--- config.mk ---
export PLATFORM = sky130hd
export DESIGN_NAME = ebh_hold_ctrl
export DESIGN_NICKNAME = d
export VERILOG_FILES = /design/src/design/ebh_pkg.sv /design/src/design/ebh_sync.sv /design/src/design/ebh_delay_cnt.sv /design/src/design/ebh_hold_ctrl.sv
export SDC_FILE = /design/constraint.sdc
export NUM_CORES = 1
export LEC_CHECK = 0
export ABC_AREA = 0
export BUFFER_PORTS_ARGS = -buffer_cell sky130_fd_sc_hd__buf_2
export CORE_ASPECT_RATIO = 0.7
export CORE_UTILIZATION = 45
export DETAILED_ROUTE_END_ITERATION = 6
export GPL_ROUTABILITY_DRIVEN = 0
export PLACE_DENSITY_LB_ADDON = 0.25
export SYNTH_ARGS = -nofsm -noshare
export SYNTH_HDL_FRONTEND = slang
export SYNTH_SLANG_ARGS = --single-unit
--- constraint.sdc ---
create_clock -name ref_clk_i -period 2.95 [get_ports ref_clk_i]
set_input_delay 0.1475 -clock ref_clk_i [delete_from_list [all_inputs] [get_ports ref_clk_i]]
set_output_delay 0.1475 -clock ref_clk_i [all_outputs]
set_load 0.03 [all_outputs]
--- src/design/ebh_pkg.sv ---
// Constants and types shared by the bus-hold handshake block
package ebh_pkg;

  ////////////////////////////////////////////////////////////////////////////
  // Clock period in ns; interface timing in interface clock periods
  localparam int CLK_PERIOD_NS = 5;
  localparam int SYNC_STAGES = 2;
  localparam int HZ_MIN_E = 4;
  localparam int LZ_MIN_E = 2;
  localparam int LZ_MAX_E = 7;
  localparam int ACK_MAX_E = 2;
  localparam int REQ_HOLD_MIN_E = 1;
  localparam int WAIT_W = 3;
  // Sync latency already counts toward the float delay
  localparam logic [WAIT_W-1:0] HZ_WAIT_CYC =
    WAIT_W'(HZ_MIN_E - SYNC_STAGES);

  ////////////////////////////////////////////////////////////////////////////
  // Delay from reset release to bus valid
  localparam int CNT_W = 16;
  localparam int BOOT_SLOW_PERIODS = 41115;
  localparam int BOOT_SLOW_NS = 21;
  localparam int BOOT_FAST_PERIODS = 148;
  localparam int BOOT_FAST_NS = 22;
  localparam logic [CNT_W-1:0] BOOT_SLOW_CYC = CNT_W'(BOOT_SLOW_PERIODS +
    (BOOT_SLOW_NS + CLK_PERIOD_NS - 1) / CLK_PERIOD_NS);
  localparam logic [CNT_W-1:0] BOOT_FAST_CYC = CNT_W'(BOOT_FAST_PERIODS +
    (BOOT_FAST_NS + CLK_PERIOD_NS - 1) / CLK_PERIOD_NS);
  localparam logic [1:0] STRAP_SETTLE_CYC = 2'(SYNC_STAGES);

  ////////////////////////////////////////////////////////////////////////////
  // Register port
  localparam int ADDR_W = 8;
  localparam int DATA_W = 32;
  localparam logic [ADDR_W-1:0] GLOBAL_CONTROL_ONE_ADDR = 8'h00;
  localparam logic [ADDR_W-1:0] GLOBAL_CONTROL_TWO_ADDR = 8'h04;
  localparam logic [ADDR_W-1:0] HOLD_STATUS_ADDR = 8'h08;
  localparam int HOLD_DISABLE_BIT = 0;
  localparam int BUS_CLOCK_TRISTATE_BIT = 1;
  localparam logic HOLD_DISABLE_RST = 1'b0;
  localparam logic BUS_CLOCK_TRISTATE_RST = 1'b0;
  localparam int ST_GRANT_BIT = 0;
  localparam int ST_FLOAT_BIT = 1;
  localparam int ST_BOOT_DONE_BIT = 2;
  localparam int ST_STRAP_BIT = 3;
  localparam int ST_REQ_BIT = 4;

  ////////////////////////////////////////////////////////////////////////////
  // Shared bus groups released during hold
  localparam int BUS_GROUPS = 7;
  localparam int GRP_CHIP_SELECT = 0;
  localparam int GRP_BYTE_ENABLE = 1;
  localparam int GRP_DATA = 2;
  localparam int GRP_ADDRESS = 3;
  localparam int GRP_STROBES = 4;
  localparam int GRP_SDRAM_CKE = 5;
  localparam int GRP_THIRD_OE = 6;

  typedef enum logic [2:0] {
    EBH_BOOT,
    EBH_OWN,
    EBH_WAIT,
    EBH_FLOAT,
    EBH_HELD,
    EBH_RECLAIM
  } ebh_state_e;

endpackage : ebh_pkg

--- src/design/ebh_sync.sv ---
// Two-stage level synchroniser for pin inputs
`timescale 1ns/100ps
module ebh_sync #(
  parameter logic RST_VAL = 1'b0
) (
  input wire logic ref_clk_i,
  input wire logic reset_n_i,
  input wire logic async_i,
  output logic sync_o
);
  import ebh_pkg::*;

  logic meta_q;
  logic sync_q;

  always_ff @(posedge ref_clk_i or negedge reset_n_i) begin
    if (!reset_n_i) begin
      meta_q <= RST_VAL;
      sync_q <= RST_VAL;
    end else begin
      meta_q <= async_i;
      sync_q <= meta_q;
    end
  end

  assign sync_o = sync_q;

endmodule // ebh_sync

--- src/design/ebh_delay_cnt.sv ---
// Loadable down counter that flags when a delay has run out
`timescale 1ns/100ps
module ebh_delay_cnt (
  input wire logic ref_clk_i,
  input wire logic reset_n_i,
  input wire logic load_i,
  input wire logic [ebh_pkg::CNT_W-1:0] load_val_i,
  output logic done_o
);
  import ebh_pkg::*;

  logic [CNT_W-1:0] cnt_q;
  logic [CNT_W-1:0] cnt_d;
  logic armed_q;
  logic armed_d;

  always_comb begin
    cnt_d = cnt_q;
    armed_d = armed_q;
    if (load_i) begin
      cnt_d = load_val_i;
      armed_d = 1'b1;
    end else if (cnt_q != '0) begin
      cnt_d = cnt_q - CNT_W'(1);
    end
  end

  always_ff @(posedge ref_clk_i or negedge reset_n_i) begin
    if (!reset_n_i) begin
      cnt_q <= '0;
      armed_q <= 1'b0;
    end else begin
      cnt_q <= cnt_d;
      armed_q <= armed_d;
    end
  end

  assign done_o = armed_q && (cnt_q == '0);

endmodule // ebh_delay_cnt

--- src/design/ebh_hold_ctrl.sv ---
// Bus-hold handshake of the external memory interface
//
// Implementation choices: the register offsets and the plain strobed port.
`timescale 1ns/100ps

// What this block does
// A hold request is granted only after every pending transfer ends.
// While the hold-disable bit is set the grant is withheld for good.
// The shared bus floats no sooner than four periods after the request.
// The grant goes low only after the bus floats, within two periods.
// The bus is driven again two to seven periods after release.
// The grant goes high only once the bus is driven, within two periods.
// The master holds its request low one period after seeing the grant.
// A bus clock whose tristate bit is clear keeps toggling during hold.
// A bus clock whose tristate bit is set floats with the bus in hold.
// The released set is selects, byte enables, data, address, strobes, SDRAM CKE and the third OE group.
// During chip reset all bus outputs, clock and grant are floated.
// After reset the bus turns valid after a strap-selected delay.
// The request is synchronised and decided on at transfer boundaries.
// The master drives the bus only while granted and frees it first.
module ebh_hold_ctrl #(
  parameter logic [ebh_pkg::CNT_W-1:0] BOOT_SLOW_CYC_P =
    ebh_pkg::BOOT_SLOW_CYC
) (
  input wire logic ref_clk_i,
  input wire logic reset_n_i,
  input wire logic [ebh_pkg::ADDR_W-1:0] reg_addr_i,
  input wire logic [ebh_pkg::DATA_W-1:0] reg_wdata_i,
  input wire logic reg_wr_i,
  input wire logic reg_rd_i,
  output logic [ebh_pkg::DATA_W-1:0] reg_rdata_o,
  input wire logic hold_req_n_i,
  input wire logic clock_mode_strap_i,
  input wire logic xfer_busy_i,
  output logic bus_hold_grant_n_o,
  output logic bus_hold_grant_oe_n_o,
  output logic [ebh_pkg::BUS_GROUPS-1:0] bus_oe_n_o,
  output logic primary_bus_clock_out_o,
  output logic primary_bus_clock_oe_n_o,
  output logic second_bus_clock_out_o,
  output logic second_bus_clock_oe_n_o
);
  import ebh_pkg::*;

  ////////////////////////////////////////////////////////////////////////////
  // Pin synchronisers and boot delay
  logic req_n_sync;
  logic strap_sync;
  logic boot_done;
  logic boot_load;
  logic [CNT_W-1:0] boot_val;

  ebh_sync #(
    .RST_VAL(1'b1)
  ) u_req_sync (
    .ref_clk_i(ref_clk_i),
    .reset_n_i(reset_n_i),
    .async_i(hold_req_n_i),
    .sync_o(req_n_sync)
  );

  ebh_sync #(
    .RST_VAL(1'b0)
  ) u_strap_sync (
    .ref_clk_i(ref_clk_i),
    .reset_n_i(reset_n_i),
    .async_i(clock_mode_strap_i),
    .sync_o(strap_sync)
  );

  ebh_delay_cnt u_boot_cnt (
    .ref_clk_i(ref_clk_i),
    .reset_n_i(reset_n_i),
    .load_i(boot_load),
    .load_val_i(boot_val),
    .done_o(boot_done)
  );

  logic [1:0] settle_q;
  logic [1:0] settle_d;
  logic strap_q;
  logic strap_d;

  always_comb begin
    settle_d = settle_q;
    strap_d = strap_q;
    boot_load = 1'b0;
    // Strap read once its synchroniser holds the pin value
    if (settle_q != STRAP_SETTLE_CYC + 2'(1)) begin
      settle_d = settle_q + 2'(1);
      if (settle_q == STRAP_SETTLE_CYC) begin
        strap_d = strap_sync;
        boot_load = 1'b1;
      end
    end
  end

  // Strap value picks the boot delay
  assign boot_val = strap_d ? BOOT_FAST_CYC : BOOT_SLOW_CYC_P;

  always_ff @(posedge ref_clk_i or negedge reset_n_i) begin
    if (!reset_n_i) begin
      settle_q <= 2'h0;
      strap_q <= 1'b0;
    end else begin
      settle_q <= settle_d;
      strap_q <= strap_d;
    end
  end

  ////////////////////////////////////////////////////////////////////////////
  // Control registers
  logic hold_disable_q;
  logic hold_disable_d;
  logic clk1_tri_q;
  logic clk1_tri_d;
  logic clk2_tri_q;
  logic clk2_tri_d;
  logic [DATA_W-1:0] rdata_q;
  logic [DATA_W-1:0] rdata_d;
  logic bus_float_q;
  logic grant_n_q;

  always_comb begin
    hold_disable_d = hold_disable_q;
    clk1_tri_d = clk1_tri_q;
    clk2_tri_d = clk2_tri_q;
    rdata_d = '0;
    if (reg_wr_i) begin
      if (reg_addr_i == GLOBAL_CONTROL_ONE_ADDR) begin
        hold_disable_d = reg_wdata_i[HOLD_DISABLE_BIT];
        clk1_tri_d = reg_wdata_i[BUS_CLOCK_TRISTATE_BIT];
      end else if (reg_addr_i == GLOBAL_CONTROL_TWO_ADDR) begin
        clk2_tri_d = reg_wdata_i[BUS_CLOCK_TRISTATE_BIT];
      end
    end
    if (reg_rd_i) begin
      if (reg_addr_i == GLOBAL_CONTROL_ONE_ADDR) begin
        rdata_d[HOLD_DISABLE_BIT] = hold_disable_q;
        rdata_d[BUS_CLOCK_TRISTATE_BIT] = clk1_tri_q;
      end else if (reg_addr_i == GLOBAL_CONTROL_TWO_ADDR) begin
        rdata_d[BUS_CLOCK_TRISTATE_BIT] = clk2_tri_q;
      end else if (reg_addr_i == HOLD_STATUS_ADDR) begin
        rdata_d[ST_GRANT_BIT] = !grant_n_q;
        rdata_d[ST_FLOAT_BIT] = bus_float_q;
        rdata_d[ST_BOOT_DONE_BIT] = boot_done;
        rdata_d[ST_STRAP_BIT] = strap_q;
        rdata_d[ST_REQ_BIT] = !req_n_sync;
      end
    end
  end

  always_ff @(posedge ref_clk_i or negedge reset_n_i) begin
    if (!reset_n_i) begin
      hold_disable_q <= HOLD_DISABLE_RST;
      clk1_tri_q <= BUS_CLOCK_TRISTATE_RST;
      clk2_tri_q <= BUS_CLOCK_TRISTATE_RST;
      rdata_q <= '0;
    end else begin
      hold_disable_q <= hold_disable_d;
      clk1_tri_q <= clk1_tri_d;
      clk2_tri_q <= clk2_tri_d;
      rdata_q <= rdata_d;
    end
  end

  assign reg_rdata_o = rdata_q;

  ////////////////////////////////////////////////////////////////////////////
  // Hold handshake state machine
  ebh_state_e state_q;
  ebh_state_e state_d;
  logic [WAIT_W-1:0] wait_q;
  logic [WAIT_W-1:0] wait_d;
  logic bus_float_d;
  logic grant_n_d;
  logic grant_oe_n_q;
  logic grant_oe_n_d;
  logic clk1_oe_n_q;
  logic clk1_oe_n_d;
  logic clk2_oe_n_q;
  logic clk2_oe_n_d;
  logic clk_div_q;
  logic clk_div_d;
  logic in_hold;

  always_comb begin
    state_d = state_q;
    wait_d = wait_q;
    case (state_q)
      EBH_BOOT: begin
        if (boot_done) begin
          state_d = EBH_OWN;
        end
      end
      EBH_OWN: begin
        if (!req_n_sync) begin
          state_d = EBH_WAIT;
          wait_d = HZ_WAIT_CYC;
        end
      end
      EBH_WAIT: begin
        if (req_n_sync) begin
          state_d = EBH_OWN;
        end else if (wait_q != '0) begin
          wait_d = wait_q - WAIT_W'(1);
        end else if (!xfer_busy_i && !hold_disable_q) begin
          state_d = EBH_FLOAT;
        end
      end
      EBH_FLOAT: begin
        state_d = EBH_HELD;
      end
      EBH_HELD: begin
        // Master keeps the request low past the grant edge
        if (req_n_sync) begin
          state_d = EBH_RECLAIM;
        end
      end
      EBH_RECLAIM: begin
        state_d = EBH_OWN;
      end
      default: begin
        state_d = EBH_BOOT;
      end
    endcase
    in_hold = (state_d == EBH_FLOAT) || (state_d == EBH_HELD);
    bus_float_d = in_hold || (state_d == EBH_BOOT);
    grant_n_d = !(state_d == EBH_HELD);
    grant_oe_n_d = (state_d == EBH_BOOT);
    clk1_oe_n_d = (state_d == EBH_BOOT) || (in_hold && clk1_tri_q);
    clk2_oe_n_d = (state_d == EBH_BOOT) || (in_hold && clk2_tri_q);
    clk_div_d = !clk_div_q;
  end

  always_ff @(posedge ref_clk_i or negedge reset_n_i) begin
    if (!reset_n_i) begin
      state_q <= EBH_BOOT;
      wait_q <= '0;
      bus_float_q <= 1'b1;
      grant_n_q <= 1'b1;
      grant_oe_n_q <= 1'b1;
      clk1_oe_n_q <= 1'b1;
      clk2_oe_n_q <= 1'b1;
      clk_div_q <= 1'b0;
    end else begin
      state_q <= state_d;
      wait_q <= wait_d;
      bus_float_q <= bus_float_d;
      grant_n_q <= grant_n_d;
      grant_oe_n_q <= grant_oe_n_d;
      clk1_oe_n_q <= clk1_oe_n_d;
      clk2_oe_n_q <= clk2_oe_n_d;
      clk_div_q <= clk_div_d;
    end
  end

  // Every released group follows one enable
  for (genvar g = 0; g < BUS_GROUPS; g++) begin : g_bus_oe
    assign bus_oe_n_o[g] = bus_float_q;
  end

  assign bus_hold_grant_n_o = grant_n_q;
  assign bus_hold_grant_oe_n_o = grant_oe_n_q;
  assign primary_bus_clock_out_o = clk_div_q;
  assign primary_bus_clock_oe_n_o = clk1_oe_n_q;
  assign second_bus_clock_out_o = clk_div_q;
  assign second_bus_clock_oe_n_o = clk2_oe_n_q;
endmodule // ebh_hold_ctrl

# Word level (Yosys, flattened, before mapping)
# Cells that the tools add are included.
[op_classes]
reduce_logical = 25
n_lt_le_gt_ge = 0
n_div = 0
n_mux = 25
multipliers = 0
n_bitwise = 1
n_eq_ne = 14
add_sub_neg = 3
shift = 0
[op_table]
columns = ["operator", "count"]
rows = [
  ["$mux W16", 3],
  ["$mux W3", 11],
  ["$pmux W3 S6", 1],
  ["$logic_not A16 Y1", 1],
  ["$reduce_bool A16 Y1", 1],
  ["$sub A16 B1 Y16 const B", 1],
  ["$mux W5", 2],
  ["$eq A3 B2 Y1 const B", 3],
  ["$eq A3 B3 Y1 const B", 3],
  ["$eq A8 B3 Y1 const B", 1],
  ["$eq A8 B4 Y1 const B", 1],
  ["$logic_not A8 Y1", 1],
  ["$ne A2 B2 Y1 const B", 4],
  ["$logic_not A1 Y1", 6],
  ["$logic_not A3 Y1", 2],
  ["$mux W1", 6],
  ["$pmux W3 S2", 1],
  ["$logic_and A1 B1 Y1", 4],
  ["$logic_or A1 B1 Y1", 4],
  ["$reduce_and A4 Y1", 1],
  ["$reduce_bool A2 Y1", 2],
  ["$eq A3 B1 Y1 const B", 1],
  ["$reduce_and A3 Y1", 1],
  ["$reduce_bool A3 Y1", 1],
  ["6 further kinds", 6],
]
[word_totals]
latchBits = 0
wordCells = 88
in_bits = 47
output_inout_bits = 45
ramBits = 0
ff_bits = 44
n_memories = 0
romBits = 0

# Depth between registers and ports, before layout
# Gate-level depths: netlist of run 1.
[logic_depth]
ltp_word = 10
mapped_depth = 9
mapped_depth_nobuf = 8

# By module
# Synthesis of run 1 repeated with hierarchy kept, for this count alone.
[unflattened]
hier_cells = 251
hier_area_um2 = 2494.9
[modules_own_cells]
columns = ["mod", "seq_area_each_um2", "cells_each", "instances", "area_per_inst_um2"]
rows = [
  ["ebh_hold_ctrl", 581.8, 144, 1, 1393.8],
  ["ebh_delay_cnt", 425.4, 103, 1, 998.5],
  ["ebh_sync at u_req_sync", 52.6, 2, 1, 52.6],
  ["ebh_sync at u_strap_sync", 50.0, 2, 1, 50.0],
]

# Least setup slack after synthesis of run 1
# Ideal clock, no wire load.
[synth_path]
kind = "register to register"
start = "register u_boot_cnt.cnt_q[0]"
end = "register u_boot_cnt.cnt_q[11]"
setup_slack_ns = 0.703
required_ns = 2.818
stages_incl_launch_ff = 10
synth_period_minus_slack_ns = 2.247
setup_time_ns = 0.132
n_path_buf = 1
arrival_ns = 2.116
cell_sequence = "dfrtp_1 > inv_1 > ha_1 > or3b_2 > or4_1 > clkbuf_1 > nand3_1 > nor4_1 > xnor2_1 > nor2_1"
[synth_via]
elab_chain_cells = 3
word_cells_on_any_way = 5
classes_between = "add/sub (1); mux (2); reduce/logical (2)"
[synth_lines]
columns = ["element", "line_no", "rtl"]
rows = [
  ["start: declaration", "ebh_delay_cnt.sv:12", "logic [CNT_W-1:0] cnt_q;"],
  ["start signal: assignment", "ebh_delay_cnt.sv:33", "cnt_q <= cnt_d;"],
  ["$sub A16 B1 Y16", "ebh_delay_cnt.sv:24", "cnt_d = cnt_q - CNT_W'(1);"],
  ["$mux W16", "ebh_delay_cnt.sv:23", "end else if (cnt_q != '0) begin"],
  ["$mux W16", "ebh_delay_cnt.sv:20", "if (load_i) begin"],
]
# Parallel ways exist; a longest one is shown, timed or not. The select of a mux whose other input is x is not followed.
# A chain may end at the register's enable or synchronous reset.

# Final worst setup path of run 1
# Same ends and word-level chain as after synthesis.

==> impl_metrics.py, run 1 <==
metrics = {
    "timing": {
        "fin_crit_sh_pct": 85.4,
        "period_needed_ns": 2.52,
        "setup_tns_ns": 0,
        "setup_viol": 0,
        "fmax_ghz": 0.397,
        "hold_violations": 5,
        "skew_ns": 0.0105,
        "grt_setup_unrepaired": "no",
        "slew_headroom_pct": 36.3,
        "whs_ns": -0.00266,
        "slew_viol_final": 0,
        "worst_pin_slew_ns": 0.955,
    },
    "finish": {
        "syn2layout_area_growth_pct": 10.1,
        "fin_nets": 301,
        "antenna_cells": 0,
        "fillers": 449,
        "final_area_mm2": 0.00249,
        "drive_gt1_share_pct": 23.4,
    },
    "pwr": {
        "p_int_w": 0.00139,
        "p_seq_share_pct": 42.5,
        "combPwrFrac_pct": 32.8,
        "pwr-share-clk_pct": 24.7,
        "p_sw_share_pct": 35.9,
        "p_per_area_mw_per_mm2": 872,
        "vdd_drop_max_mv": 0.342,
        "switchingPower_w": 0.000779,
        "p_leak_nw": 1.16,
        "p_total_w": 0.00217,
    },
    "placed_design": {
        "port_buffers": 34,
        "placed_area_mm2": 0.00234,
        "dp_hpwl_mm": 2.73,
    },
    "cts": {
        "cts_buffers": 5,
        "path_clk_slew_ns": 0.08,
        "cts_max_level": 2,
        "cts_setup_buffers": 0,
        "clk_path_buf_depth": 2,
        "cts_sinks": 44,
        "cts_tree": "built",
        "cts_root_buf": "clkbuf_8",
        "clkLatencyLatePin_ns": 0.30,
    },
    "synth": {
        "yosys_register_bits": 44,
        "synth_top_family_by_area": "simple AND/OR/NAND/NOR gates",
        "synth_ff_type": "dfrtp_1",
        "synth-compound-area-share_pct": 9.19,
        "yosysMostFrequentCell": "dfrtp_1",
        "synthesis.area_mm2": 0.00226,
        "synth_top_cell_area_share_pct": 41.0,
        "synth_cells": 217,
        "synthDistinctLibCells": 45,
        "yosys.area.top_type": "dfrtp_1",
        "synth_edf_count": 0,
        "synthSimpleGateAreaFrac_pct": 16.6,
        "syn_area_per_cell_um2": 10.4,
        "synth_fa_ha_area_share_pct": 3.88,
        "ys_async_sr_fraction_pct": 100,
        "yosysWarnings": 0,
        "muxShareOfSynthArea_pct": 2.44,
        "synthXorXnorAreaFrac_pct": 4.65,
        "ys_seq_area_share_pct": 49.1,
        "synth.area.top_cells": "dfrtp_1, buf_4, dfstp_2",
        "yosys-top-cells-count": "dfrtp_1, buf_4, nor2_1",
    },
    "floorplan": {
        "die-area_mm2": 0.00531,
        "ioPinCount": 92,
        "rows": 21,
        "initial_core_util_pct": 47.0,
        "die_y_um": 61.3,
        "core_area_mm2": 0.00481,
        "die_w_um": 86.7,
    },
    "critical_path": {
        "crit_end": "u_boot_cnt.cnt_q[11]",
        "worstReg2RegStart": "u_boot_cnt.cnt_q[0]",
        "crit_fanout": 6,
        "timing.rr.end": "u_boot_cnt.cnt_q[11]",
        "worstSetupStartpointType": "flop",
        "reg2reg_slack_ns": 0.43,
        "cp-end-kind": "flop",
        "worst_ep_required_time_ns": 3.10,
        "critPathLaunch": "u_boot_cnt.cnt_q[0]",
        "ff2ff_path_depth": 8,
        "cp.arrival_ns": 2.67,
        "critPathKind": "reg2reg",
    },
    "global_route": {
        "antenna_found_initial": 0,
        "grt_max_degree": 45,
        "grt_first_pass_wirelength_mm": 6.00,
        "grt_pass1_vias": 1255,
        "gr-total-overflow": 0,
        "grt_usage_pct": 15.5,
    },
    "drt": {
        "routedWlPerCell_um": 11.9,
        "dr.first_iter.drc_count": 90,
        "drc": 0,
        "viasPerCell": 4.69,
        "routed-via-count": 1486,
        "wirelength_mm": 3.76,
        "drtAntennaViolNets": 0,
        "drt-pass1-iter-count": 4,
    },
    "outcome": {
        "status": "complete, but fails checks",
        "violations": "hold timing",
    },
    "min_path": {
        "hold_path.class": "in2async",
    },
    "flow_run": {
        "drv_cap": 0,
    },
}
## worst min-delay path by stage
stage	startpoint	end	slack, ns	cells after the start
after floorplan	reset_n_i	clk1_tri_q	-0.15	0
final	reset_n_i	u_boot_cnt.cnt_q[14]	-0.003	1
after global placement	hold_req_n_i	u_req_sync.meta_q	0.25	1
after detailed placement	hold_req_n_i	u_req_sync.meta_q	0.25	1
after CTS	reset_n_i	reg_rdata_o[3]	0.03	1
after global routing	reset_n_i	reg_rdata_o[3]	0.07	1
## cell type report
class	count	area (um2)	area share, %
well taps	69	86.3	3.47
inverters	10	37.5	1.51
clock inverters	2	60.1	2.41
multi-input cells	150	932	37.5
clock buffers	6	72.6	2.92
flip-flops and latches	44	1110	44.6
repair buffers	36	190	7.64
## critical path, cell delays in order (launching register included)
cell and delay [ns]:
dfrtp_1 0.39, inv_1 0.13, ha_1 0.18, or3b_2 0.52, or4_1 0.64, nand3_1 0.22
nor4_1 0.08, xnor2_1 0.14, nor2_1 0.06
## metrics by stage
| stage | worst slack [ns] | util [%] | hold WS [ns] | cells |
|---|---|---|---|---|
| finish | 0.431 | 51.8 | -0.00266 | 317 |
| CTS | 0.422 | 51.8 | 0.0268 | 317 |
| global route | 0.275 | 51.8 | 0.0724 | 317 |
| global placement | 0.455 | 48.6 | 0.253 | 307 |
| detailed placement | 0.455 | 48.6 | 0.255 | 307 |
| floorplan | 0.703 | - | -0.148 | 243 |
## power groups by stage
stage / clock network [W] / logic [W] / registers (W)
after floorplan: 0 / 0.000603 / 0.000944
after global placement: 0 / 0.000703 / 0.000928
after detailed placement: 0 / 0.000714 / 0.000930
after CTS: 0.000553 / 0.000718 / 0.000921
after global routing: 0.000575 / 0.000797 / 0.000952
final: 0.000535 / 0.000712 / 0.000923
## cells in the final DEF, fill, tap and decap left out, drive strengths merged, types with 4 or more instances in the layout
cell,count
clkbuf,6
conb,27
nor3,6
xnor2,10
buf,34
or4,5
nand2,15
a21o,4
dfrtp,37
mux2,4
o21ai,7
dfstp,7
inv,10
a21oi,5
nor2,20
ha,7
## cell families after synthesis
group	count (synthesis)
multiplexers	5
AO/OA/AOI/OAI	30
adder cells (fa/ha/maj)	7
XOR/XNOR	12
AND/OR/NAND/NOR	69
buffers and inverters	49
flip-flops	44
other	1
## state kept, by name (all words and copies together), names as in the netlist, 2 cells and up
| register | cells |
|---|---|
| u_boot_cnt.cnt_q | 16 |
| wait_q | 3 |
| reg_rdata_o | 5 |
| state_q | 3 |
| settle_q | 2 |
## layer usage
metal	share of wire [%]	track usage [%]	vias up
li1	-	-	735
met1	53	22.1	699
met2	41	21.7	45
met3	4.8	4.96	7
met4	1.6	6.67	0
met5	0	0	-
## repair_timing
action                    in CTS  in global routing
hold buffers                   2                  0
hold endpoints to repair       2                  0
resized for setup              0                  0
No activity file was read; power rests on OpenSTA's default activity.
==> inputs of run 2 (changes only) <==
Settings changed: MAX_ROUTING_LAYER set to met4.
==> run 2 against run 1 <==
Compared with the run above:
- the run still ends with hold timing left
- largest cell class unchanged
- critical endpoint unchanged
- clock power barely moved
- sequential share of layout area is the same
- sequential power about the same
- die area did not move
==> impl_metrics.py, run 2 (synthesis results as in run 1) <==
metrics = {
    "cts": {
        "clk_path_buf_depth": 2,
        "cts_hold_buf": 2,
        "cts_tree": "built",
        "cts_buffers": 5,
        "cts_root_buf": "clkbuf_8",
        "clkLatencyLatePin_ns": 0.30,
        "post_cts_resized": 0,
        "cts_sinks": 44,
        "path_clk_slew_ns": 0.08,
        "cts_setup_buffers": 0,
        "cts_max_level": 2,
    },
    "timing": {
        "grt_setup_unrepaired": "no",
        "setup_tns_ns": 0,
        "fmax_ghz": 0.397,
        "fin_crit_sh_pct": 85.4,
        "slew_headroom_pct": 36.0,
        "skew_ns": 0.0105,
        "setup_viol": 0,
        "period_needed_ns": 2.52,
        "worst_pin_slew_ns": 0.960,
        "hold_violations": 5,
        "whs_ns": -0.00172,
        "slew_viol_final": 0,
    },
    "finish": {
        "final_cell_mix": "dfrtp_1, buf_2, conb_1",
        "regMostFlops": "u_boot_cnt.cnt_q",
        "syn2layout_area_growth_pct": 10.1,
        "fin_util_pct": 51.8,
        "antenna_cells": 0,
        "fin_nets": 301,
        "drive_gt1_share_pct": 23.4,
        "stdcell_count": 317,
        "final_common_cell": "dfrtp_1",
        "largest_reg_flops": 16,
    },
    "critical_path": {
        "path_cells": "inv_1 -> ha_1 -> or3b_2 -> or4_1 -> nand3_1 -> nor4_1 -> xnor2_1 -> nor2_1",
        "timing.rr.end": "u_boot_cnt.cnt_q[11]",
        "cp-end-kind": "flop",
        "crit_path_top_delay_cell": "or4_1",
        "worstSetupStartpointType": "flop",
        "critPathLaunch": "u_boot_cnt.cnt_q[0]",
        "crit_fanout": 6,
        "critPathKind": "reg2reg",
        "worst_ep_required_time_ns": 3.10,
        "worstReg2RegStart": "u_boot_cnt.cnt_q[0]",
        "ff2ff_path_depth": 8,
        "reg2reg_slack_ns": 0.43,
        "cp_slowest_stage_delay_ns": 0.64,
        "crit_end": "u_boot_cnt.cnt_q[11]",
        "cp.arrival_ns": 2.67,
    },
    "drt": {
        "drt-pass1-iter-count": 4,
        "routed-via-count": 1487,
        "drc": 0,
        "dr.first_iter.drc_count": 81,
        "wirelength_mm": 3.76,
        "viasPerCell": 4.69,
        "drtAntennaViolNets": 0,
        "routedWlPerCell_um": 11.9,
    },
    "global_route": {
        "antenna_found_initial": 0,
        "grt_first_pass_wirelength_mm": 6.01,
        "grt_max_degree": 45,
        "grt_pass1_vias": 1252,
        "grt_usage_pct": 16.0,
        "gr-total-overflow": 0,
    },
    "pwr": {
        "p_per_area_mw_per_mm2": 873,
        "p_leak_nw": 1.16,
        "vdd_drop_max_mv": 0.342,
    },
    "placed_design": {
        "dp_hpwl_mm": 2.73,
        "post-place-cells": 307,
        "port_buffers": 34,
    },
    "floorplan": {
        "die_y_um": 61.3,
        "core_area_mm2": 0.00481,
        "initial_core_util_pct": 47.0,
        "die_w_um": 86.7,
        "ioPinCount": 92,
        "rows": 21,
        "die-area_mm2": 0.00531,
    },
    "flow_run": {
        "drv_cap": 0,
    },
    "outcome": {
        "status": "complete, but fails checks",
        "violations": "hold timing",
    },
    "min_path": {
        "hold_path.class": "in2async",
    },
}
## run 2: worst max-delay path, delay by kind of cell, from the launching register on
| family | cells | cell delay (ns) |
|---|---|---|
| and+or+nand+nor | 5 | 1.52 |
| adders and majority gates | 1 | 0.18 |
| DFF | 1 | 0.39 |
| xor gates and xnor gates | 1 | 0.14 |
| buffers and inverters | 1 | 0.13 |
## run 2: metal layers
metal  up-vias  track usage, %  routed length (um)
met2        44            21.9                1520
met3         7            4.96                 183
met4         0            6.67                  62
met1       700            22.0                1990
met5         -               -                   0
li1        736               -                   -
## run 2: worst min path at each step
stage	start	endpoint	slack [ns]	cells after the start
floorplan	reset_n_i	clk1_tri_q	-0.15	0
global placement	hold_req_n_i	u_req_sync.meta_q	0.25	1
detailed placement	hold_req_n_i	u_req_sync.meta_q	0.25	1
CTS	reset_n_i	reg_rdata_o[3]	0.03	1
global route	reset_n_i	reg_rdata_o[3]	0.07	1
finish	reset_n_i	u_boot_cnt.cnt_q[14]	-0.002	1
## run 2: layout make-up
cell class              count  area [um2]
clock inverters             2        60.1
multi-input cells         150         932
flip-flops and latches     44        1110
inverters                  10        37.5
well taps                  69        86.3
clock buffers               6        72.6
repair buffers             36         190
fillers                   449        2320
## run 2: stage by stage
step | cell area, um2 | setup WS (ns) | hold WS [ns] | power (W)
after floorplan | 2360 | 0.703 | -0.148 | 0.00155
after detailed placement | 2340 | 0.455 | 0.255 | 0.00164
after global placement | 2340 | 0.455 | 0.253 | 0.00163
final | 2490 | 0.430 | -0.00172 | 0.00217
after CTS | 2490 | 0.422 | 0.0268 | 0.00219
after global routing | 2490 | 0.275 | 0.0716 | 0.00232
## run 2: report_power, final
group          switching, W  leakage, nW  internal [W]
Clock              0.000198       0.0654      0.000338
Combinational      0.000441        0.567      0.000272
Sequential         0.000142        0.531      0.000781
